--- config.mk ---
export PLATFORM = sky130hd
export DESIGN_NAME = battery_tag_cmd_decoder
export DESIGN_NICKNAME = d
export VERILOG_FILES = /design/src/inc/tag_pkg.sv /design/src/design/battery_tag_cmd_decoder.sv /design/src/design/byte_fifo.sv
export SDC_FILE = /design/constraint.sdc
export NUM_CORES = 2
export LEC_CHECK = 0
export BUFFER_PORTS_ARGS = -buffer_cell sky130_fd_sc_hd__buf_4
export CELL_PAD_IN_SITES_DETAIL_PLACEMENT = 1
export CELL_PAD_IN_SITES_GLOBAL_PLACEMENT = 1
export CORE_MARGIN = 2
export CORE_UTILIZATION = 50
export CTS_CLUSTER_SIZE = 30
export DETAILED_ROUTE_END_ITERATION = 10
export PLACE_DENSITY = 0.74
export SLEW_MARGIN = 20
export SYNTH_ARGS = -nofsm -noshare
export SYNTH_HDL_FRONTEND = slang
export SYNTH_SLANG_ARGS = --single-unit
--- constraint.sdc ---
create_clock -name ref_clk -period 7.8 [get_ports ref_clk]
set_input_delay 1.95 -clock ref_clk [delete_from_list [all_inputs] [get_ports ref_clk]]
set_output_delay 1.95 -clock ref_clk [all_outputs]
set_load 0.01 [all_outputs]
--- src/inc/tag_pkg.sv ---
// Function
// - 11h plus address 00h-5Fh streams scratchpad bytes from there.
// - 17h plus address stores following bytes at consecutive addresses.
// - 22h and 25h copy scratch pages a, b to eeprom; busy about 10ms.
// - 28h copies scratch page c into SRAM; no address, bus idle after.
// - 71h and 77h copy eeprom pages a, b into scratch; bus idle after.
// - 7Ah copies SRAM into scratch page c; no address, bus idle after.
// - 43h sets the page a lock and raises eeprom busy until done.
// - 44h clears the page a lock and raises eeprom busy until done.
// - B2h plus address 60h-63h or 80h-83h streams register bytes.
// - B8h clears the cycle counter and raises eeprom busy until done.
// - B5h increments the cycle counter and raises eeprom busy until done.
// - D2h starts a conversion; temperature busy stays high until result.
// - Register 61h holds temperature, whole degrees, two's complement.
// - Eeprom busy reads one during an eeprom update, zero otherwise.
// - Reads past the end of scratchpad or register space return all ones.
// - Locked: page a copy to eeprom ignored; copy down still allowed.
package tag_pkg;
    localparam int BYTE_W = 8;
    localparam int TEMP_W = 9;
    localparam int COUNT_W = 16;
    localparam int TIMER_W = 24;
    localparam int FIFO_DEPTH = 16;

    localparam logic [7:0] CMD_READ_SCRATCH = 8'h11;
    localparam logic [7:0] CMD_WRITE_SCRATCH = 8'h17;
    localparam logic [7:0] CMD_COPY_A_UP = 8'h22;
    localparam logic [7:0] CMD_COPY_B_UP = 8'h25;
    localparam logic [7:0] CMD_COPY_C_SRAM = 8'h28;
    localparam logic [7:0] CMD_COPY_A_DOWN = 8'h71;
    localparam logic [7:0] CMD_COPY_B_DOWN = 8'h77;
    localparam logic [7:0] CMD_COPY_SRAM_C = 8'h7A;
    localparam logic [7:0] CMD_LOCK = 8'h43;
    localparam logic [7:0] CMD_UNLOCK = 8'h44;
    localparam logic [7:0] CMD_READ_REGS = 8'hB2;
    localparam logic [7:0] CMD_COUNT_CLEAR = 8'hB8;
    localparam logic [7:0] CMD_COUNT_INC = 8'hB5;
    localparam logic [7:0] CMD_CONVERT = 8'hD2;

    localparam int SCRATCH_DEPTH = 96;
    localparam logic [7:0] PAGE_A_BASE = 8'h00;
    localparam logic [7:0] PAGE_A_LEN = 8'h18;
    localparam logic [7:0] PAGE_B_BASE = 8'h20;
    localparam logic [7:0] PAGE_B_LEN = 8'h08;
    localparam logic [7:0] PAGE_C_BASE = 8'h40;
    localparam logic [7:0] PAGE_C_LEN = 8'h20;
    localparam logic [7:0] SCRATCH_LAST = 8'h5F;

    localparam logic [7:0] REG_TEMP_HALF = 8'h60;
    localparam logic [7:0] REG_TEMP_WHOLE = 8'h61;
    localparam logic [7:0] REG_STATUS = 8'h62;
    localparam logic [7:0] REG_P4_LAST = 8'h63;
    localparam logic [7:0] REG_ID_LO = 8'h80;
    localparam logic [7:0] REG_ID_HI = 8'h81;
    localparam logic [7:0] REG_COUNT_LO = 8'h82;
    localparam logic [7:0] REG_COUNT_HI = 8'h83;
    localparam logic [7:0] REG_NONE = 8'h00;
    localparam logic [7:0] BYTE_ONES = 8'hFF;
    localparam logic [7:0] ADDR_MAX = 8'hFF;

    // Identity value is arbitrary.
    localparam logic [15:0] ID_DEFAULT = 16'h5A5A;

    localparam int CLK_PERIOD_NS = 10;
    localparam int NV_WRITE_MS = 10;
    localparam int NV_WRITE_COUNT = NV_WRITE_MS * 1000000 / CLK_PERIOD_NS;
    localparam int CONV_COUNT = 4000;

    typedef enum logic [2:0] {
        ST_HALT = 3'b000,
        ST_CMD = 3'b001,
        ST_ADDR = 3'b010,
        ST_WRITE = 3'b011,
        ST_READ = 3'b100,
        ST_IDLE = 3'b101
    } state_type;

    typedef struct packed {
        logic [4:0] reserved;
        logic lock;
        logic eeprom_busy_flag;
        logic temp_busy_flag;
    } status_type;
endpackage

--- src/design/battery_tag_cmd_decoder.sv ---
`timescale 1ns/1ps
`default_nettype none
module battery_tag_cmd_decoder #(
    parameter logic [23:0] NV_WRITE_CYCLES = 24'(tag_pkg::NV_WRITE_COUNT),
    parameter logic [23:0] CONV_CYCLES = 24'(tag_pkg::CONV_COUNT),
    parameter logic [15:0] ID_VALUE = tag_pkg::ID_DEFAULT
) (
    // Clock and reset
    input wire logic ref_clk,
    input wire logic rst_n,
    // Byte link from the bit-slot layer
    input wire logic bus_reset,
    input wire logic rx_valid,
    input wire logic [tag_pkg::BYTE_W-1:0] rx_data,
    output logic tx_valid,
    input wire logic tx_ready,
    output logic [tag_pkg::BYTE_W-1:0] tx_data,
    // Temperature sensor result in half degrees
    input wire logic [tag_pkg::TEMP_W-1:0] temp_sample,
    // Status
    output tag_pkg::status_type status_flags
);
    import tag_pkg::*;

    state_type state_reg;
    state_type state_next;
    logic [7:0] cmd_reg;
    logic [7:0] cmd_next;
    logic [7:0] addr_reg;
    logic [7:0] addr_next;
    logic [7:0] end_reg;
    logic [7:0] end_next;
    logic [7:0] scratch_reg [0:SCRATCH_DEPTH-1];
    logic [7:0] scratch_next [0:SCRATCH_DEPTH-1];
    logic [7:0] eeprom_a_reg [0:PAGE_A_LEN-1];
    logic [7:0] eeprom_a_next [0:PAGE_A_LEN-1];
    logic [7:0] eeprom_b_reg [0:PAGE_B_LEN-1];
    logic [7:0] eeprom_b_next [0:PAGE_B_LEN-1];
    logic [7:0] sram_reg [0:PAGE_C_LEN-1];
    logic [7:0] sram_next [0:PAGE_C_LEN-1];
    logic lock_reg;
    logic lock_next;
    logic [COUNT_W-1:0] count_reg;
    logic [COUNT_W-1:0] count_next;
    logic nv_busy_reg;
    logic nv_busy_next;
    logic [TIMER_W-1:0] nv_timer_reg;
    logic [TIMER_W-1:0] nv_timer_next;
    logic t_busy_reg;
    logic t_busy_next;
    logic [TIMER_W-1:0] t_timer_reg;
    logic [TIMER_W-1:0] t_timer_next;
    logic [TEMP_W-1:0] temp_reg;
    logic [TEMP_W-1:0] temp_next;
    logic push;
    logic flush;
    logic fifo_ready;
    logic [7:0] push_data;
    logic nv_start;
    logic cmd_take;
    status_type status_now;

    function automatic logic scratch_ok(input logic [7:0] a);
        scratch_ok = (a < PAGE_A_BASE + PAGE_A_LEN)
            || (a >= PAGE_B_BASE && a < PAGE_B_BASE + PAGE_B_LEN)
            || (a >= PAGE_C_BASE && a <= SCRATCH_LAST);
    endfunction

    assign status_now = '{reserved: '0, lock: lock_reg,
        eeprom_busy_flag: nv_busy_reg, temp_busy_flag: t_busy_reg};
    assign status_flags = status_now;
    assign cmd_take = rx_valid && !bus_reset && state_reg == ST_CMD;

    // Read data for the current address; gaps and addresses past the end
    // answer all ones.
    always_comb
    begin
        push_data = BYTE_ONES;
        if (addr_reg <= end_reg)
        begin
            if (cmd_reg == CMD_READ_SCRATCH)
            begin
                if (scratch_ok(addr_reg))
                    push_data = scratch_reg[addr_reg[6:0]];
            end
            else
            begin
                unique case (addr_reg)
                    REG_TEMP_HALF: push_data = temp_reg[7:0];
                    REG_TEMP_WHOLE: push_data = temp_reg[8:1];
                    REG_STATUS: push_data = status_now;
                    REG_ID_LO: push_data = ID_VALUE[7:0];
                    REG_ID_HI: push_data = ID_VALUE[15:8];
                    REG_COUNT_LO: push_data = count_reg[7:0];
                    REG_COUNT_HI: push_data = count_reg[15:8];
                    default: push_data = BYTE_ONES;
                endcase
            end
        end
    end

    always_comb
    begin
        state_next = state_reg;
        cmd_next = cmd_reg;
        addr_next = addr_reg;
        end_next = end_reg;
        scratch_next = scratch_reg;
        eeprom_a_next = eeprom_a_reg;
        eeprom_b_next = eeprom_b_reg;
        sram_next = sram_reg;
        lock_next = lock_reg;
        count_next = count_reg;
        nv_busy_next = nv_busy_reg;
        nv_timer_next = nv_timer_reg;
        t_busy_next = t_busy_reg;
        t_timer_next = t_timer_reg;
        temp_next = temp_reg;
        push = 1'b0;
        flush = 1'b0;
        nv_start = 1'b0;
        if (nv_timer_reg != '0)
        begin
            nv_timer_next = nv_timer_reg - 1'b1;
            if (nv_timer_reg == TIMER_W'(1))
                nv_busy_next = 1'b0;
        end
        if (t_timer_reg != '0)
        begin
            t_timer_next = t_timer_reg - 1'b1;
            if (t_timer_reg == TIMER_W'(1))
            begin
                t_busy_next = 1'b0;
                temp_next = temp_sample;
            end
        end
        if (bus_reset)
        begin
            state_next = ST_CMD;
            flush = 1'b1;
        end
        else
        begin
            unique case (state_reg)
                ST_HALT, ST_IDLE:
                    state_next = state_reg;
                ST_CMD:
                    if (rx_valid)
                    begin
                        cmd_next = rx_data;
                        state_next = ST_IDLE;
                        case (rx_data)
                            CMD_READ_SCRATCH, CMD_WRITE_SCRATCH, CMD_READ_REGS:
                                state_next = ST_ADDR;
                            CMD_COPY_A_UP:
                                if (!nv_busy_reg && !lock_reg)
                                begin
                                    for (int i = 0; i < PAGE_A_LEN; i++)
                                        eeprom_a_next[i] = scratch_reg[PAGE_A_BASE + i];
                                    nv_start = 1'b1;
                                end
                            CMD_COPY_B_UP:
                                if (!nv_busy_reg)
                                begin
                                    for (int i = 0; i < PAGE_B_LEN; i++)
                                        eeprom_b_next[i] = scratch_reg[PAGE_B_BASE + i];
                                    nv_start = 1'b1;
                                end
                            CMD_COPY_C_SRAM:
                                for (int i = 0; i < PAGE_C_LEN; i++)
                                    sram_next[i] = scratch_reg[PAGE_C_BASE + i];
                            CMD_COPY_A_DOWN:
                                for (int i = 0; i < PAGE_A_LEN; i++)
                                    scratch_next[PAGE_A_BASE + i] = eeprom_a_reg[i];
                            CMD_COPY_B_DOWN:
                                for (int i = 0; i < PAGE_B_LEN; i++)
                                    scratch_next[PAGE_B_BASE + i] = eeprom_b_reg[i];
                            CMD_COPY_SRAM_C:
                                for (int i = 0; i < PAGE_C_LEN; i++)
                                    scratch_next[PAGE_C_BASE + i] = sram_reg[i];
                            CMD_LOCK:
                                if (!nv_busy_reg)
                                begin
                                    lock_next = 1'b1;
                                    nv_start = 1'b1;
                                end
                            CMD_UNLOCK:
                                if (!nv_busy_reg)
                                begin
                                    lock_next = 1'b0;
                                    nv_start = 1'b1;
                                end
                            CMD_COUNT_CLEAR:
                                if (!nv_busy_reg)
                                begin
                                    count_next = '0;
                                    nv_start = 1'b1;
                                end
                            CMD_COUNT_INC:
                                if (!nv_busy_reg)
                                begin
                                    count_next = count_reg + 1'b1;
                                    nv_start = 1'b1;
                                end
                            CMD_CONVERT:
                                if (!t_busy_reg)
                                begin
                                    t_busy_next = 1'b1;
                                    t_timer_next = CONV_CYCLES;
                                end
                            default:
                                state_next = ST_IDLE;
                        endcase
                    end
                ST_ADDR:
                    if (rx_valid)
                    begin
                        addr_next = rx_data;
                        end_next = SCRATCH_LAST;
                        if (cmd_reg == CMD_READ_REGS)
                        begin
                            if (rx_data <= REG_P4_LAST)
                                end_next = REG_P4_LAST;
                            else if (rx_data >= REG_ID_LO)
                                end_next = REG_COUNT_HI;
                            else
                                end_next = REG_NONE;
                        end
                        if (cmd_reg == CMD_WRITE_SCRATCH)
                            state_next = ST_WRITE;
                        else
                            state_next = ST_READ;
                    end
                ST_WRITE:
                    if (rx_valid)
                    begin
                        if (scratch_ok(addr_reg))
                            scratch_next[addr_reg[6:0]] = rx_data;
                        if (addr_reg != ADDR_MAX)
                            addr_next = addr_reg + 8'h01;
                    end
                ST_READ:
                    if (fifo_ready)
                    begin
                        push = 1'b1;
                        if (addr_reg != ADDR_MAX)
                            addr_next = addr_reg + 8'h01;
                    end
                default:
                    state_next = ST_HALT;
            endcase
        end
        if (nv_start)
        begin
            nv_busy_next = 1'b1;
            nv_timer_next = NV_WRITE_CYCLES;
        end
    end

    always_ff @(posedge ref_clk or negedge rst_n)
    begin
        if (!rst_n)
        begin
            state_reg <= ST_HALT;
            cmd_reg <= '0;
            addr_reg <= '0;
            end_reg <= '0;
            scratch_reg <= '{default: '0};
            eeprom_a_reg <= '{default: '0};
            eeprom_b_reg <= '{default: '0};
            sram_reg <= '{default: '0};
            lock_reg <= 1'b0;
            count_reg <= '0;
            nv_busy_reg <= 1'b0;
            nv_timer_reg <= '0;
            t_busy_reg <= 1'b0;
            t_timer_reg <= '0;
            temp_reg <= '0;
        end
        else
        begin
            state_reg <= state_next;
            cmd_reg <= cmd_next;
            addr_reg <= addr_next;
            end_reg <= end_next;
            scratch_reg <= scratch_next;
            eeprom_a_reg <= eeprom_a_next;
            eeprom_b_reg <= eeprom_b_next;
            sram_reg <= sram_next;
            lock_reg <= lock_next;
            count_reg <= count_next;
            nv_busy_reg <= nv_busy_next;
            nv_timer_reg <= nv_timer_next;
            t_busy_reg <= t_busy_next;
            t_timer_reg <= t_timer_next;
            temp_reg <= temp_next;
        end
    end

    // Bytes travel whole here; the slot layer shifts them out LSB first.
    byte_fifo #(.WIDTH(BYTE_W), .DEPTH(FIFO_DEPTH)) tx_fifo (
        .ref_clk(ref_clk),
        .rst_n(rst_n),
        .flush(flush),
        .in_valid(push),
        .in_ready(fifo_ready),
        .in_data(push_data),
        .out_valid(tx_valid),
        .out_ready(tx_ready),
        .out_data(tx_data)
    );
endmodule
`default_nettype wire

--- src/design/byte_fifo.sv ---
`timescale 1ns/1ps
`default_nettype none
module byte_fifo #(
    parameter int WIDTH = 8,
    parameter int DEPTH = 16
) (
    // Clock and reset
    input wire logic ref_clk,
    input wire logic rst_n,
    input wire logic flush,
    // Fill side
    input wire logic in_valid,
    output logic in_ready,
    input wire logic [WIDTH-1:0] in_data,
    // Drain side
    output logic out_valid,
    input wire logic out_ready,
    output logic [WIDTH-1:0] out_data
);
    localparam int PW = $clog2(DEPTH);

    logic [WIDTH-1:0] mem [0:DEPTH-1];
    logic [PW:0] wr_reg;
    logic [PW:0] wr_next;
    logic [PW:0] rd_reg;
    logic [PW:0] rd_next;
    logic full;
    logic empty;
    logic do_wr;
    logic do_rd;

    assign empty = (wr_reg == rd_reg);
    assign full = (wr_reg[PW] != rd_reg[PW]) && (wr_reg[PW-1:0] == rd_reg[PW-1:0]);
    assign in_ready = !full && !flush;
    assign out_valid = !empty;
    assign out_data = mem[rd_reg[PW-1:0]];
    assign do_wr = in_valid && in_ready;
    assign do_rd = out_valid && out_ready;

    always_comb
    begin
        wr_next = wr_reg;
        rd_next = rd_reg;
        if (flush)
        begin
            wr_next = '0;
            rd_next = '0;
        end
        else
        begin
            if (do_wr)
                wr_next = wr_reg + 1'b1;
            if (do_rd)
                rd_next = rd_reg + 1'b1;
        end
    end

    always_ff @(posedge ref_clk or negedge rst_n)
    begin
        if (!rst_n)
        begin
            wr_reg <= '0;
            rd_reg <= '0;
        end
        else
        begin
            wr_reg <= wr_next;
            rd_reg <= rd_next;
        end
    end

    // Storage needs no reset; the pointers decide what is valid.
    always_ff @(posedge ref_clk)
    begin
        if (do_wr)
            mem[wr_reg[PW-1:0]] <= in_data;
    end
endmodule
`default_nettype wire

# Word-level counts from Yosys, hierarchy flattened
# Memories as Yosys holds them, arrays and structs flattened.
# Cells that the tools add are included.
# totals
reg_bits	1393
latchBits	0
ramBits	128
romBits	0
inputBits	22
elab_cells	363
mem_count	1
# op_classes
addsub	6
mul	0
div	0
n_lt_le_gt_ge	10
n_eq_ne	50
shifts	0
muxes	75
bitwise	3
reduce_logical	45
# mem_list
name	depth	width	read_ports	rd_ports_with_merged_regs	write_ports	line_no	rtl
tx_fifo.mem	16	8	1	0	1	byte_fifo.sv:22	logic [WIDTH-1:0] mem [0:DEPTH-1];
# ops
cell	n
$mux 768	2
$bwmux 768	1
$mux 256	2
$pmux 256 s2	1
$mux 192	2
$pmux 192 s2	1
$mux 24	8
$mux 64	2
$pmux 64 s2	1
$mux 8	13
$eq 8x8->1 const B	9
$eq 8x7->1 const B	8
$bmux 8 s7	1
$demux 8 s7	1
$eq 24x1->1 const B	2
$pmux 8 s6	1
$reduce_bool 24->1	2
$sub 24x1->24 const B	2
$eq 8x5->1 const B	4
$mux 16	2
$pmux 16 s2	1
$reduce_and 6->1	5
$eq 8x6->1 const B	3
$pmux 8 s3	1
42 further kinds	114

# Logic depth before layout (Yosys ltp)
# depth
ltp_word	10
ltp_mapped	14

# Modules after synthesis
# A second synthesis with hierarchy kept.
# hier_totals
hier_cells	6099
area_unflattened_um2	65311.4
# modules_own_cells
module	instances	cells_per_inst	area_per_inst_um2	seq_area_each_um2
battery_tag_cmd_decoder	1	5799	59523.3	32331.0
byte_fifo	1	300	5788.1	4093.9

# Worst setup path before layout
# OpenSTA, ideal clock, no wires.
# synth_path
path_type	input to register
startpoint	input port bus_reset
endpoint	memory tx_fifo.mem[4][0] (enable)
setup_time_ps	385
arrival_time_ps	3893
slack_ps	3521
stages	5
n_path_buf	2
path_cell_list	buf_2 -> a2111oi_0 -> clkbuf_1 -> nand2_1 -> nor3b_1
# synth_via
elab_chain_len	9
# synth_lines
element	line_no	rtl
start: declaration	battery_tag_cmd_decoder.sv:12	input wire logic bus_reset,
$mux 1	battery_tag_cmd_decoder.sv:137	if (bus_reset)
$logic_not 1->1	byte_fifo.sv:34	assign in_ready = !full && !flush;
$logic_and 1x1->1	byte_fifo.sv:34	
$mux 1	battery_tag_cmd_decoder.sv:243	if (fifo_ready)
$mux 1	battery_tag_cmd_decoder.sv:144	unique case (state_reg)
$mux 1	battery_tag_cmd_decoder.sv:137	
$logic_and 1x1->1 (*)	byte_fifo.sv:37	assign do_wr = in_valid && in_ready;
$mux 1 (*)	byte_fifo.sv:75	if (do_wr)
$mux 1 (implied by the code) (*)	byte_fifo.sv:76	mem[wr_reg[PW-1:0]] <= in_data;
end: declaration	byte_fifo.sv:22	
# Mark *: on every way between the ends. The rest lies on a longest branch, timed or not.

# Worst setup path in the final report
# layout_path
startpoint	register tx_fifo.rd_reg[0]
endpoint	output port tx_data[3] (netlist name)
# layout_via
elab_chain_len	1
# layout_lines
element	line_no	rtl
start: declaration	byte_fifo.sv:25	logic [PW:0] rd_reg;
start signal: assignment	byte_fifo.sv:68	rd_reg <= rd_next;
$mem_v2 16x8	n/a	
end: declaration	battery_tag_cmd_decoder.sv:17	output logic [tag_pkg::BYTE_W-1:0] tx_data,
# No other way between the ends.

==> impl_metrics.tcl <==
set metrics [dict create \
    status "finished clean" \
    start_util_pct 50.4 \
    first_pass_iters 6 \
    root_buffer "clkbuf_16" \
    vias 46000 \
    cap_violations 0 \
    htreeDepth 4 \
    largest_register_ffs 696 \
    switching_share_pct 30.1 \
    antenna_cells 0 \
    syn_area_um2 67300 \
    postCtsSetupRepairBufs 0 \
    clkPwrFrac_pct 41.3 \
    setup-tns-final_ps 0 \
    skew_ps 30.6 \
    start_kind "flop" \
    min_period_ps 5000 \
    layout_commonest_cell "dfrtp_1" \
    p_per_area_nw_per_um2 244 \
    cts_hold_buffers 0 \
    grtUsageTotal_pct 31.0 \
    worstSetupPathType "reg2out" \
    worst_pin_slew_ps 1280 \
    die_y_um 371 \
    nets 5352 \
    grt_pass1_vias 49500 \
    core-area_um2 133000 \
    grt_max_degree 201 \
    maxSlewHeadroom_pct 14.2 \
    numCtsBuffers 156 \
    leakagePower_nw 33.0 \
    clk_pin_slew_ps 60 \
    synth_seq_cells 1446 \
    post-route-period-util_pct 64.1 \
    cts_tree "built" \
    pwr-share-seq_pct 43.3 \
    hold_viol_final 0 \
    wirelength_um 210000 \
    required_ps 5850 \
    numClockSinks 1446 \
    rows 134 \
    grt_pass1_wl_um 322000 \
    clk_path_buf_depth 3 \
    crit_path_end_kind "output pin" \
    max_freq_mhz 200 \
    hold_path.class "reg2reg" \
    synth_edf_count 128 \
    dp_hpwl_um 126000 \
    ir_drop_mv 0.212 \
    area_delta_synth_final_pct 9.75 \
    postSynthAreaPerCell_um2 12.1 \
    via_per_inst 6.39 \
    ys.flop_type "dfrtp_1" \
    worst-path-max-fanout 36 \
    grt_overflow 0 \
    placedCellCount 6917 \
    p_sw_mw 5.42 \
    ant_nets 0 \
    power_frac_comb_pct 15.3 \
    drc_errors 0 \
    slew_violations 0 \
    die_width_um 371 \
    ys_seq_area_share_pct 54.7 \
    mostFrequentLayoutCells "1312 x dfrtp_1, 830 x mux2_2, 726 x nand2_1" \
    dieArea_um2 137000 \
    antenna_found_initial 5 \
    rsz0062_at_grt "no" \
    finalSetupViolCount 0 \
    layout-drive-gt1-share_pct 29.8 \
    synthArstFlopShare_pct 91.1 \
    netlist_instances 5544 \
    ios 39 \
    port_buffers 33 \
    cp_data_arrival_time_ps 3050 \
    routedWlPerCell_um 29.2 \
    cts_resized 0 \
    drt_iter0_drc 3847 \
    clkLatencyLatePin_ps 800 \
    p_int_mw 12.6 \
    stdcell_count 7206 \
    synth.distinct_cells 97 \
    gp_congestion 0.836 \
    ys.warnings.count 0 \
]
## cells by family (layout without fill, tap and decap cells)
family                     after synthesis  count (layout)  synth area share, %
AOI/OAI and AO/OA                     1085            1085                 10.4
xor gates and xnor gates                59              59                0.768
adders and majority gates               23              23                0.428
buffers and inverters                  578             468                 3.74
DFF                                   1446            1446                 54.7
muxes                                 1199            1199                 22.2
other                                    1               5              0.00557
and+or+nand+nor                       1153            1153                 7.67
## final cells by class
cell class                      count  area (um^2)
Sequential cell                  1446        36800
Inverter                           32          121
Clock inverter                     51          463
Multi-Input combinational cell   3524        28200
Timing Repair Buffer              147         1340
Tap cell                         1768         2210
Clock buffer                      238         4640
Fill cell                       13300        59600
## power by group through the flow
| stage | combinational, mW | clock (mW) | sequential (mW) |
|---|---|---|---|
| detailed placement | 2.67 | 0 | 7.94 |
| floorplan | 1.31 | 0 | 7.85 |
| finish | 2.76 | 7.44 | 7.80 |
| global route | 2.83 | 7.83 | 7.81 |
| CTS | 2.69 | 7.54 | 7.80 |
| global placement | 2.63 | 0 | 7.93 |
## layer usage
layer  track usage (%)  wire length [um]  vias up
li1                  -                 -    19400
met2              48.9             98600     1601
met1              42.3             89800    24600
met3              5.88             13600      430
met4              12.3              8460        4
met5                 0                25        -
## final timing paths
path | cells past startpoint | end | start | slack [ps]
min in group asynchronous | 1 | nv_timer_reg[7]$_DFFE_PN0P_ | rst_n | 1150
setup / recovery | 4 | tx_data[3] | tx_fifo.rd_reg[0]$_DFFE_PN0P_ | 2800
hold / removal | 0 | scratch_reg[324]$_DFFE_PN0P_ | scratch_reg[324]$_DFFE_PN0P_ | 370
hold reg to reg | 0 | scratch_reg[324]$_DFFE_PN0P_ | scratch_reg[324]$_DFFE_PN0P_ | 370
setup reg to reg | 8 | tx_fifo.mem[13][7]$_DFFE_PP_ | addr_reg[0]$_DFFE_PN0P_ | 2910
max in group asynchronous | 2 | sram_reg[57]$_DFFE_PN0P_ | rst_n | 5040
## per-stage QoR
stage	hold WS (ps)	area [um^2]	total power, mW	util, %	setup slack [ps]
6_report	370	73800	18.0	55.3	2800
5_1_grt	381	73800	18.5	55.3	2650
4_1_cts	374	73800	18.0	55.3	2700
3_5_place_dp	361	68700	10.6	51.5	2650
3_3_place_gp	358	68700	10.6	51.5	2690
2_1_floorplan	422	67300	9.16	-	3520
## worst max-delay path, cell delays in order (launching register included)
cell     delay, ps
dfrtp_2        340
buf_4          550
mux4_2         640
mux4_2         520
buf_4          170
## Yosys cell counts, drive strengths merged, types with 21 or more instances
cell type  count  area [um^2]
dfrtp       1318        33000
mux2        1081        12800
nand2        734         2760
o21ai        570         2860
clkbuf       391         1470
buf          155          931
nor2         134          503
a21oi        130          973
edfxtp       128         3840
a221oi       115         1010
mux4          72         1620
a22oi         61          463
mux2i         46          460
nor3          43          220
nand3         39          195
o22ai         37          231
xor2          35          307
inv           31          116
nor4          27          200
xnor2         24          210
ha            23          288
nand2b        23          144
a22o          21          184
(Power assumes the default switching activity.)
